$ cat src/pst_map.vh
/*
 * Constants for the pack safety and charge throttle block.
 * Assumes inclusion by bare name from the design file.
 */
`ifndef PST_MAP_VH
`define PST_MAP_VH

// fault vector bit positions
`define PST_F_EXT      0
`define PST_F_SOV      1
`define PST_F_SOCC     2
`define PST_F_SOCD     3
`define PST_F_SOTC     4
`define PST_F_SOTD     5
`define PST_F_IMB      6
`define PST_F_CFET     7
`define PST_F_DFET     8
`define PST_F_COMM     9
`define PST_F_PER      10
`define PST_F_CSUM     11
`define PST_NFAULT     12

// charging status word bits
`define PST_CS_CHARGE_THROTTLE_FLAG    0
`define PST_CS_PTO     1
`define PST_CS_FTO     2
`define PST_CS_W       3

// charge modes
`define PST_MODE_IDLE  2'h0
`define PST_MODE_PRE   2'h1
`define PST_MODE_FAST  2'h2

// clear key for latched failures
`define PST_CLR_KEY1   16'h2673
`define PST_CLR_KEY2   16'h1712

`endif

$ cat src/pst_safety.v
/*
 * Second-level safety monitor and charge-current throttle.
 * Assumes measurements and configuration from same-clock logic, a one-cycle
 * measurement tick, and asynchronous pins for watchdog and failure input.
 */
// How it works
// front-end clock out of range sets fault; in range and verified clears
// host watchdog fault after configured idle time; clears on traffic
// cell overvoltage threshold optionally shifted by temperature
// external fail input low for configured time raises failure
// pack voltage at or above safety threshold for time fails
// charge and discharge overcurrent failures, each own threshold and time
// charge over-temperature failure after persistence
// discharge over-temperature failure, compared against temperature
// cell max minus min at or above threshold for time fails
// charge and precharge fets off with current flowing fails
// discharge fet off with current flowing fails
// bad front-end communications counted; failure at limit
// periodic front-end check failures counted; failure at limit
// configuration checksum mismatch raises storage failure
// top temperature band requests precharge current
// second band requests half of fast minus precharge current
// lower band below the second band requests fast current; precharge_temp is not compared
// zero temperature step disables throttling
// throttle flag set whenever a temperature band reduced requested current
// separate precharge and fast-charge timeouts reported in status
// configuration addressed by class identifier plus subclass offset
// persistence timers restart when condition drops early
// failures stay latched until keyed clear sequence
`timescale 1ns/1ps
`include "pst_map.vh"

module pst_safety #(
    parameter DW  = 16,
    parameter TW  = 16,
    parameter CW  = 8,
    parameter WDW = 8
) (
    input  wire          clk,
    input  wire          rst_b,
    input  wire          tick,
    input  wire          frontend_watchdog_input,
    input  wire          external_fail_input,
    input  wire [WDW-1:0] wd_min,
    input  wire [WDW-1:0] wd_max,
    input  wire          frontend_verify_ok,
    input  wire          smbus_activity,
    input  wire [TW-1:0] host_watchdog_time,
    input  wire [DW-1:0] cov_base,
    input  wire [DW-1:0] cov_temp_delta,
    input  wire [DW-1:0] cov_temp_limit,
    input  wire          cov_temp_comp_en,
    input  wire [DW-1:0] pack_voltage,
    input  wire [DW-1:0] chg_current,
    input  wire [DW-1:0] dsg_current,
    input  wire [DW-1:0] temperature,
    input  wire [DW-1:0] cell_max,
    input  wire [DW-1:0] cell_min,
    input  wire          chg_fet_on,
    input  wire          precharge_fet,
    input  wire          dsg_fet_on,
    input  wire [DW-1:0] sov_thr,
    input  wire [DW-1:0] socc_thr,
    input  wire [DW-1:0] socd_thr,
    input  wire [DW-1:0] sotc_thr,
    input  wire [DW-1:0] sotd_thr,
    input  wire [DW-1:0] imb_thr,
    input  wire [DW-1:0] fet_thr,
    input  wire [TW-1:0] ext_time,
    input  wire [TW-1:0] sov_time,
    input  wire [TW-1:0] socc_time,
    input  wire [TW-1:0] socd_time,
    input  wire [TW-1:0] sotc_time,
    input  wire [TW-1:0] sotd_time,
    input  wire [TW-1:0] imb_time,
    input  wire [TW-1:0] fet_time,
    input  wire          comm_bad,
    input  wire          periodic_bad,
    input  wire [CW-1:0] fail_limit,
    input  wire          csum_valid,
    input  wire [DW-1:0] csum_computed,
    input  wire [DW-1:0] stored_config_checksum,
    input  wire          clear_valid,
    input  wire [DW-1:0] clear_word,
    input  wire [1:0]    charge_mode,
    input  wire [DW-1:0] charge_suspend_temp_high,
    input  wire [DW-1:0] throttle_temperature_step,
    input  wire [DW-1:0] precharge_temp,
    input  wire [DW-1:0] fast_current,
    input  wire [DW-1:0] pre_current,
    input  wire [TW-1:0] pre_timeout,
    input  wire [TW-1:0] fast_timeout,
    input  wire [7:0]    cfg_class,
    input  wire [7:0]    cfg_offset,
    output reg  [15:0]   cfg_addr,
    output reg           frontend_wd_fault,
    output reg           host_wd_fault,
    output reg  [DW-1:0] cov_threshold,
    output reg  [`PST_NFAULT-1:0] fail_latched,
    output reg           perm_fail,
    output reg  [DW-1:0] charging_current,
    output reg  [`PST_CS_W-1:0] charging_status,
    output reg  [CW-1:0] comm_fail_count,
    output reg  [CW-1:0] periodic_fail_count
);

////////////////////////////////////////////////////////////////////////////
// pin synchronisers
reg [1:0] wdi_s;
reg [1:0] external_fail_input_s;
reg       wdi_d;
always @(posedge clk or negedge rst_b) begin
    if (!rst_b) begin
        wdi_s  <= 2'h0;
        external_fail_input_s <= 2'h3;
        wdi_d  <= 1'b0;
    end else begin
        wdi_s  <= {wdi_s[0], frontend_watchdog_input};
        external_fail_input_s <= {external_fail_input_s[0], external_fail_input};
        wdi_d  <= wdi_s[1];
    end
end

////////////////////////////////////////////////////////////////////////////
// front-end clock period check
reg [WDW-1:0] wd_cnt;
reg           wd_bad;
reg           wd_seen;
wire          wd_edge = wdi_s[1] & ~wdi_d;
always @(posedge clk or negedge rst_b) begin
    if (!rst_b) begin
        wd_cnt  <= {WDW{1'b0}};
        wd_bad  <= 1'b0;
        wd_seen <= 1'b0;
    end else if (wd_edge) begin
        wd_cnt  <= {WDW{1'b0}};
        wd_seen <= 1'b1;
        // first edge after reset only starts a measurement
        wd_bad  <= wd_seen & ((wd_cnt < wd_min) | (wd_cnt > wd_max));
    end else if (wd_cnt == wd_max) begin
        wd_bad <= 1'b1;
    end else begin
        wd_cnt <= wd_cnt + 1'b1;
    end
end

// watchdog fault latch
always @(posedge clk or negedge rst_b) begin
    if (!rst_b)
        frontend_wd_fault <= 1'b0;
    else if (wd_bad)
        frontend_wd_fault <= 1'b1;
    else if (frontend_verify_ok)
        frontend_wd_fault <= 1'b0;
end

// host idle timer
reg [TW-1:0] host_cnt;
always @(posedge clk or negedge rst_b) begin
    if (!rst_b) begin
        host_cnt      <= {TW{1'b0}};
        host_wd_fault <= 1'b0;
    end else if (smbus_activity) begin
        host_cnt      <= {TW{1'b0}};
        host_wd_fault <= 1'b0;
    end else if (tick) begin
        if (host_cnt >= host_watchdog_time)
            host_wd_fault <= 1'b1;
        else
            host_cnt <= host_cnt + 1'b1;
    end
end

// temperature compensated threshold
// class and offset address
always @(posedge clk or negedge rst_b) begin
    if (!rst_b) begin
        cov_threshold <= {DW{1'b0}};
        cfg_addr      <= 16'h0000;
    end else begin
        cfg_addr <= {cfg_class, cfg_offset};
        if (cov_temp_comp_en && temperature >= cov_temp_limit)
            cov_threshold <= cov_base - cov_temp_delta;
        else
            cov_threshold <= cov_base;
    end
end

////////////////////////////////////////////////////////////////////////////
// persistence conditions
wire [DW-1:0] imb_diff = cell_max - cell_min;
wire [8:0] cond;
wire [TW*9-1:0] ptime;
// qualifying conditions
assign cond[0] = ~external_fail_input_s[1];
assign cond[1] = pack_voltage >= sov_thr;
assign cond[2] = chg_current >= socc_thr;
assign cond[3] = dsg_current >= socd_thr;
assign cond[4] = temperature >= sotc_thr;
assign cond[5] = temperature >= sotd_thr;
assign cond[6] = (cell_max >= cell_min) && (imb_diff >= imb_thr);
assign cond[7] = ~chg_fet_on & ~precharge_fet & (chg_current >= fet_thr);
assign cond[8] = ~dsg_fet_on & (dsg_current >= fet_thr);
assign ptime = {fet_time, fet_time, imb_time, sotd_time, sotc_time,
                socd_time, socc_time, sov_time, ext_time};

wire clear_ok;
reg  [8:0] hit;
genvar g;
generate
    for (g = 0; g < 9; g = g + 1) begin : pers
        reg [TW-1:0] cnt;
        // restart on drop
        always @(posedge clk or negedge rst_b) begin
            if (!rst_b) begin
                cnt    <= {TW{1'b0}};
                hit[g] <= 1'b0;
            end else if (!cond[g]) begin
                cnt    <= {TW{1'b0}};
                hit[g] <= 1'b0;
            end else if (tick) begin
                if (cnt + 1'b1 >= ptime[g*TW +: TW])
                    hit[g] <= 1'b1;
                else
                    cnt <= cnt + 1'b1;
            end
        end
    end
endgenerate

////////////////////////////////////////////////////////////////////////////
// front-end fail counters
always @(posedge clk or negedge rst_b) begin
    if (!rst_b) begin
        comm_fail_count     <= {CW{1'b0}};
        periodic_fail_count <= {CW{1'b0}};
    end else if (clear_ok) begin
        comm_fail_count     <= {CW{1'b0}};
        periodic_fail_count <= {CW{1'b0}};
    end else begin
        if (comm_bad && comm_fail_count != {CW{1'b1}})
            comm_fail_count <= comm_fail_count + 1'b1;
        if (periodic_bad && periodic_fail_count != {CW{1'b1}})
            periodic_fail_count <= periodic_fail_count + 1'b1;
    end
end

// two-word clear key
reg key_armed;
assign clear_ok = clear_valid & key_armed & (clear_word == `PST_CLR_KEY2);
always @(posedge clk or negedge rst_b) begin
    if (!rst_b)
        key_armed <= 1'b0;
    else if (clear_valid)
        key_armed <= (clear_word == `PST_CLR_KEY1);
end

// checksum mismatch
wire csum_bad = csum_valid & (csum_computed != stored_config_checksum);
wire [`PST_NFAULT-1:0] raise = {csum_bad,
    periodic_bad & (periodic_fail_count >= fail_limit),
    comm_bad & (comm_fail_count >= fail_limit), hit};

// latched until keyed clear, set wins
always @(posedge clk or negedge rst_b) begin
    if (!rst_b) begin
        fail_latched <= {`PST_NFAULT{1'b0}};
        perm_fail    <= 1'b0;
    end else begin
        fail_latched <= (clear_ok ? {`PST_NFAULT{1'b0}} : fail_latched)
                        | raise;
        perm_fail    <= (clear_ok ? 1'b0 : perm_fail) | (|raise);
    end
end

////////////////////////////////////////////////////////////////////////////
// charge current throttle
wire [DW:0] lim1 = {1'b0, charge_suspend_temp_high}
                   - {1'b0, throttle_temperature_step};
wire [DW:0] lim2 = lim1 - {1'b0, throttle_temperature_step};
wire [DW:0] t_x  = {1'b0, temperature};
wire        fast = charge_mode == `PST_MODE_FAST;
wire        step0 = throttle_temperature_step == {DW{1'b0}};
wire        below = temperature < charge_suspend_temp_high;
reg  [DW-1:0] next_current;
reg           next_throttle;
always @* begin
    next_current  = fast_current;
    next_throttle = 1'b0;
    // zero step disables
    if (fast && !step0 && below) begin
        // top band
        if (!lim1[DW] && t_x >= lim1) begin
            next_current  = pre_current;
            next_throttle = 1'b1;
        // middle band
        end else if (!lim2[DW] && t_x >= lim2) begin
            next_current  = (fast_current - pre_current) >> 1;
            next_throttle = 1'b1;
        end
        // full fast current below middle band; precharge_temp not compared
    end
    if (charge_mode == `PST_MODE_PRE)
        next_current = pre_current;
end

// separate mode timeouts
reg [TW-1:0] chg_timer;
reg [1:0]    mode_d;
always @(posedge clk or negedge rst_b) begin
    if (!rst_b) begin
        chg_timer        <= {TW{1'b0}};
        mode_d           <= `PST_MODE_IDLE;
        charging_current <= {DW{1'b0}};
        charging_status  <= {`PST_CS_W{1'b0}};
    end else begin
        mode_d           <= charge_mode;
        charging_current <= next_current;
        // throttle flag
        charging_status[`PST_CS_CHARGE_THROTTLE_FLAG] <= next_throttle;
        if (charge_mode != mode_d) begin
            chg_timer <= {TW{1'b0}};
            charging_status[`PST_CS_PTO] <= 1'b0;
            charging_status[`PST_CS_FTO] <= 1'b0;
        end else if (tick) begin
            if (chg_timer != {TW{1'b1}})
                chg_timer <= chg_timer + 1'b1;
            if (charge_mode == `PST_MODE_PRE && pre_timeout != {TW{1'b0}}
                && chg_timer >= pre_timeout)
                charging_status[`PST_CS_PTO] <= 1'b1;
            if (fast && fast_timeout != {TW{1'b0}}
                && chg_timer >= fast_timeout)
                charging_status[`PST_CS_FTO] <= 1'b1;
        end
    end
end

endmodule

$ cat config.mk
export PLATFORM = sky130hd
export DESIGN_NAME = pst_safety
export DESIGN_NICKNAME = d
export VERILOG_FILES = /design/src/pst_safety.v
export VERILOG_INCLUDE_DIRS = /design/src /design/src/src
export SDC_FILE = /design/constraint.sdc
export NUM_CORES = 1
export LEC_CHECK = 0
export CAP_MARGIN = 10
export CORE_AREA = 2 2 269 271
export CTS_BUF_LIST = sky130_fd_sc_hd__clkbuf_4
export DETAILED_ROUTE_END_ITERATION = 8
export DIE_AREA = 0 0 271 273
export DONT_BUFFER_PORTS = 1
export PLACE_DENSITY = 0.59
export RECOVER_POWER = 50
export SLEW_MARGIN = 15
export SYNTH_ARGS = -nofsm -noshare
export SYNTH_HDL_FRONTEND = slang
export SYNTH_SLANG_ARGS = --single-unit
$ cat constraint.sdc
create_clock -name clk -period 6.13 [get_ports clk]
set_clock_uncertainty 0.15 [all_clocks]
set_input_delay 1.226 -clock clk [delete_from_list [all_inputs] [get_ports clk]]
set_output_delay 1.226 -clock clk [all_outputs]
set_load 0.03 [all_outputs]
==> impl_metrics.csv <==
group,metric,value,unit
status,outcome,"finished with violations",
status,violations,"capacitance limit, slew limit",
worst_setup_path,critPathLaunchType,"primary input",
sta,slew_violations,285,
synth,syn_area,28100,µm²
route,top_layer,"met5",
synth,synthDistinctLibCells,85,
place,io_buffers,0,
worst_setup_path,end_kind,"register",
worst_setup_path,crit_required,6640,ps
worst_setup_path,r2r_end,"pers[4].cnt[8]",
sta,rsz0062_at_grt,"no",
sta,post-route-period-util,0.907,
worst_setup_path,critPathKind,"in2reg",
synth,synthFlopType,"dfrtp_1",
route,dr_total_vias,23097,
synth,ys_top_cells_by_area,"dfrtp_1 (25%), ha_1 (23%), xor2_1 (7.2%), inv_1 (6.1%), xnor2_1 (3.6%)",
floorplanning,rows,98,
route,dr.pass1.iters,6,
synth,synth-edff-count,0,
route,drt_wl_total,80.4,mm
route,met2_length,38.5,mm
worst_setup_path,critical_path_arrival,6070,ps
place,dp_worst_setup_slack,-218,ps
clocking,clock_sinks,285,
floorplanning,start_util,0.395,
cells_and_area,stdcell_area,30500,µm²
clocking,cts_htree_levels,3,
cells_and_area,fin_cells,4371,
place,placed_cell_area,29500,µm²
global_route,grt_usage,0.212,
floorplanning,core_area,71000,µm²
synth,yosysSeqAreaShare,0.254,
worst_setup_path,cp_max_fo,11,
sta,tightest_slew,4300,ps
synth,synth.net_count,4399,
synth,synth_top_area_cell,"dfrtp_1",
clocking,cts_buffer_depth,3,
global_route,grt_pass1_wl,125,mm
global_route,antenna_found_initial,10,
route,wl_met1,32.9,mm
clocking,cts_resized,0,
route,drc,0,
clocking,cts_root_buffer,"clkbuf_4",
clocking,cts_buffers,90,
sta,setup_violations,0,
place,placedCellCount,4220,
cells_and_area,multi_input_comb_area,19000,µm²
clocking,cts_tree,"built",
sta,max_freq,180,MHz
global_route,grt-ovfl-total,0,
cells_and_area,syn_to_final_growth,8.68,%
sta,whs,119,ps
clocking,clk_latency,820,ps
synth,syn-mean-instance-area,8.58,µm²
run,drv_cap,2,
floorplanning,dieWidth,271,µm
cells_and_area,nFillCells,7228,
sta,slew_headroom,-1.87,
clocking,cts.clk_slew.worst_paths,60,ps
worst_setup_path,endpoint,"charging_current[8]",
floorplanning,die_y,273,µm
route,wl_per_cell,18.4,µm
power_and_ir_drop,ir_drop,0.000180,V
floorplanning,die_area,74000,µm²
sta,min_period,5560,ps
worst_setup_path,ff2ff_setup_slack,1480,ps
route,first_iter_violations,924,
synth,synth-async-reset-ratio,1.00,
global_route,grt_max_degree,286,
place,routabilityCongestion,0.916,
worst_setup_path,reg2reg_depth,17,
clocking,postCtsSetupRepairBufs,0,
route,vias_per_cell,5.28,
synth,synth-seq-cells,285,
synth,synth_top_area_share,0.252,
power_and_ir_drop,p_per_area,189,nW/µm²
cells_and_area,ff_latch_area,7130,µm²
sta,timing.final.ws_setup,570,ps
place,post-dp-hpwl,64.4,mm
power_and_ir_drop,p_leak,16.6,nW
sta,hold_viol,0,
worst_hold_path,min-delay-path-class,"in2async",
worst_setup_path,cp-startpoint,"throttle_temperature_step[1]",
floorplanning,boundaryPins,699,
synth,syn_inst,3272,
cells_and_area,layout-drive-gt1-share,0.0727,
synth,yosysWarnings,0,
global_route,grt_pass1_vias,23192,
route,antenna_left,0,
cells_and_area,nNetsFinal,4491,
route,wl_met3,6.06,mm
worst_setup_path,r2r_start,"pers[4].cnt[0]",
## critical path: stages
cell,delay [ps]
inv_1,40
ha_1,250
nor2b_1,120
o21ai_0,160
nand2b_1,110
a21o_1,210
a31o_2,260
a41oi_1,310
xnor2_1,200
ha_1,290
a21oi_1,140
nor2b_1,50
a41o_1,220
o21a_1,180
o21ai_0,200
nand2b_1,90
a21oi_1,170
xor2_1,180
ha_1,260
nand2_1,100
nor2_1,50
a2111oi_0,440
a211o_1,310
nor2_4,90
buf_4,200
nand3b_1,100
o221ai_1,100
## flip-flops by register name, summed over array words and instances, names as in the netlist, 2 cells and up
register	count
pers.cnt	144
cfg_addr	16
charging_current	16
chg_timer	16
cov_threshold	16
host_cnt	16
fail_latched	12
hit	9
comm_fail_count	8
periodic_fail_count	8
wd_cnt	8
charging_status	3
external_fail_input_s	2
mode_d	2
wdi_s	2
## Yosys cell counts (58+ instances only)
master    count
a21o_1      128
a21oi_1     181
and3_1       95
dfrtp_1     283
ha_1        505
inv_1       457
nand2_1     173
nand2b_1     58
nand3_1      83
nor2_1      221
o21ai_0     130
xnor2_1     115
xor2_1      232
## how the worst min path moves through the flow
| stage | startpoint | end | slack, ps | depth (start not counted) |
|---|---|---|---|---|
| after floorplan | wdi_s[0] | wdi_s[1] | 180 | 0 |
| after global placement | wdi_s[0] | wdi_s[1] | 180 | 0 |
| after detailed placement | wdi_s[0] | wdi_s[1] | 190 | 0 |
| after CTS | rst_b | host_wd_fault | -190 | 0 |
| after global routing | rst_b | external_fail_input_s[0] | -7 | 0 |
| final | rst_b | external_fail_input_s[1] | 120 | 0 |
## through the flow
stage	total power [W]	TNS, ps	util
2_1_floorplan	0.00351	0	-
3_3_place_gp	0.00393	-1650	0.415
3_5_place_dp	0.00395	-2720	0.415
4_1_cts	0.00582	0	0.429
5_1_grt	0.00623	0	0.430
6_report	0.00575	0	0.430
## power by group
part | internal, W | leakage, nW | switching, W | total (W)
combinational | 0.000757 | 12.2 | 0.000895 | 0.00165
clock | 0.000892 | 0.591 | 0.000905 | 0.00180
sequential | 0.00199 | 3.78 | 0.000314 | 0.00230
total | 0.00364 | 16.6 | 0.00211 | 0.00575
## layer usage
layer  vias to the layer above  track usage
li1                      11619            -
met1                     10682        0.247
met4                         6       0.0794
met5                         -            0
met3                       149       0.0670
met2                       641        0.363
## cell type report
class	instances	share of cell area
tap	950	0.0390
multi-input combinational	2478	0.624
antenna	8	0.000656
clock inverter	22	0.00365
sequential	285	0.234
inverter	457	0.0562
clock buffer	119	0.0293
timing repair buffer	52	0.0130
## cells by family (layout without fill, tap and decap cells)
group                    Yosys count  in the layout  share of synthesized area
AO/OA/AOI/OAI                    705            705                      0.169
XOR/XNOR                         347            347                      0.108
adder cells (fa/ha/maj)          510            510                      0.229
buffers and inverters            509            650                     0.0690
flip-flops                       285            285                      0.254
multiplexers                      19             19                    0.00700
other                              0              8                          0
AND/OR/NAND/NOR                  897            897                      0.164
## cell usage in the layout, fill, tap and decap left out, drive strengths merged, types with 11 or more instances in the layout
cell / Yosys / layout
o21bai: 18 / 18
dfrtp: 283 / 283
nor3: 54 / 54
xor2: 232 / 232
a21boi: 18 / 18
inv: 457 / 460
a2111oi: 21 / 21
nor2: 230 / 230
nand3b: 11 / 11
or2: 11 / 11
ha: 505 / 505
xnor2: 115 / 115
a211oi: 22 / 22
a21oi: 184 / 184
nand4b: 11 / 11
or3: 39 / 39
o31ai: 15 / 15
a31oi: 18 / 18
o221ai: 13 / 13
nor4: 25 / 25
clkinv: 0 / 16
nand2b: 58 / 58
clkbuf: 33 / 121
buf: 19 / 50
o21a: 28 / 28
a21o: 128 / 128
nand2: 173 / 173
nor2b: 34 / 34
and3: 96 / 96
mux2i: 14 / 14
o211ai: 26 / 26
o21ai: 141 / 141
nand3: 86 / 86
o2111ai: 21 / 21
nand4: 41 / 41
Note: power is estimated with default switching activity, not from simulation.
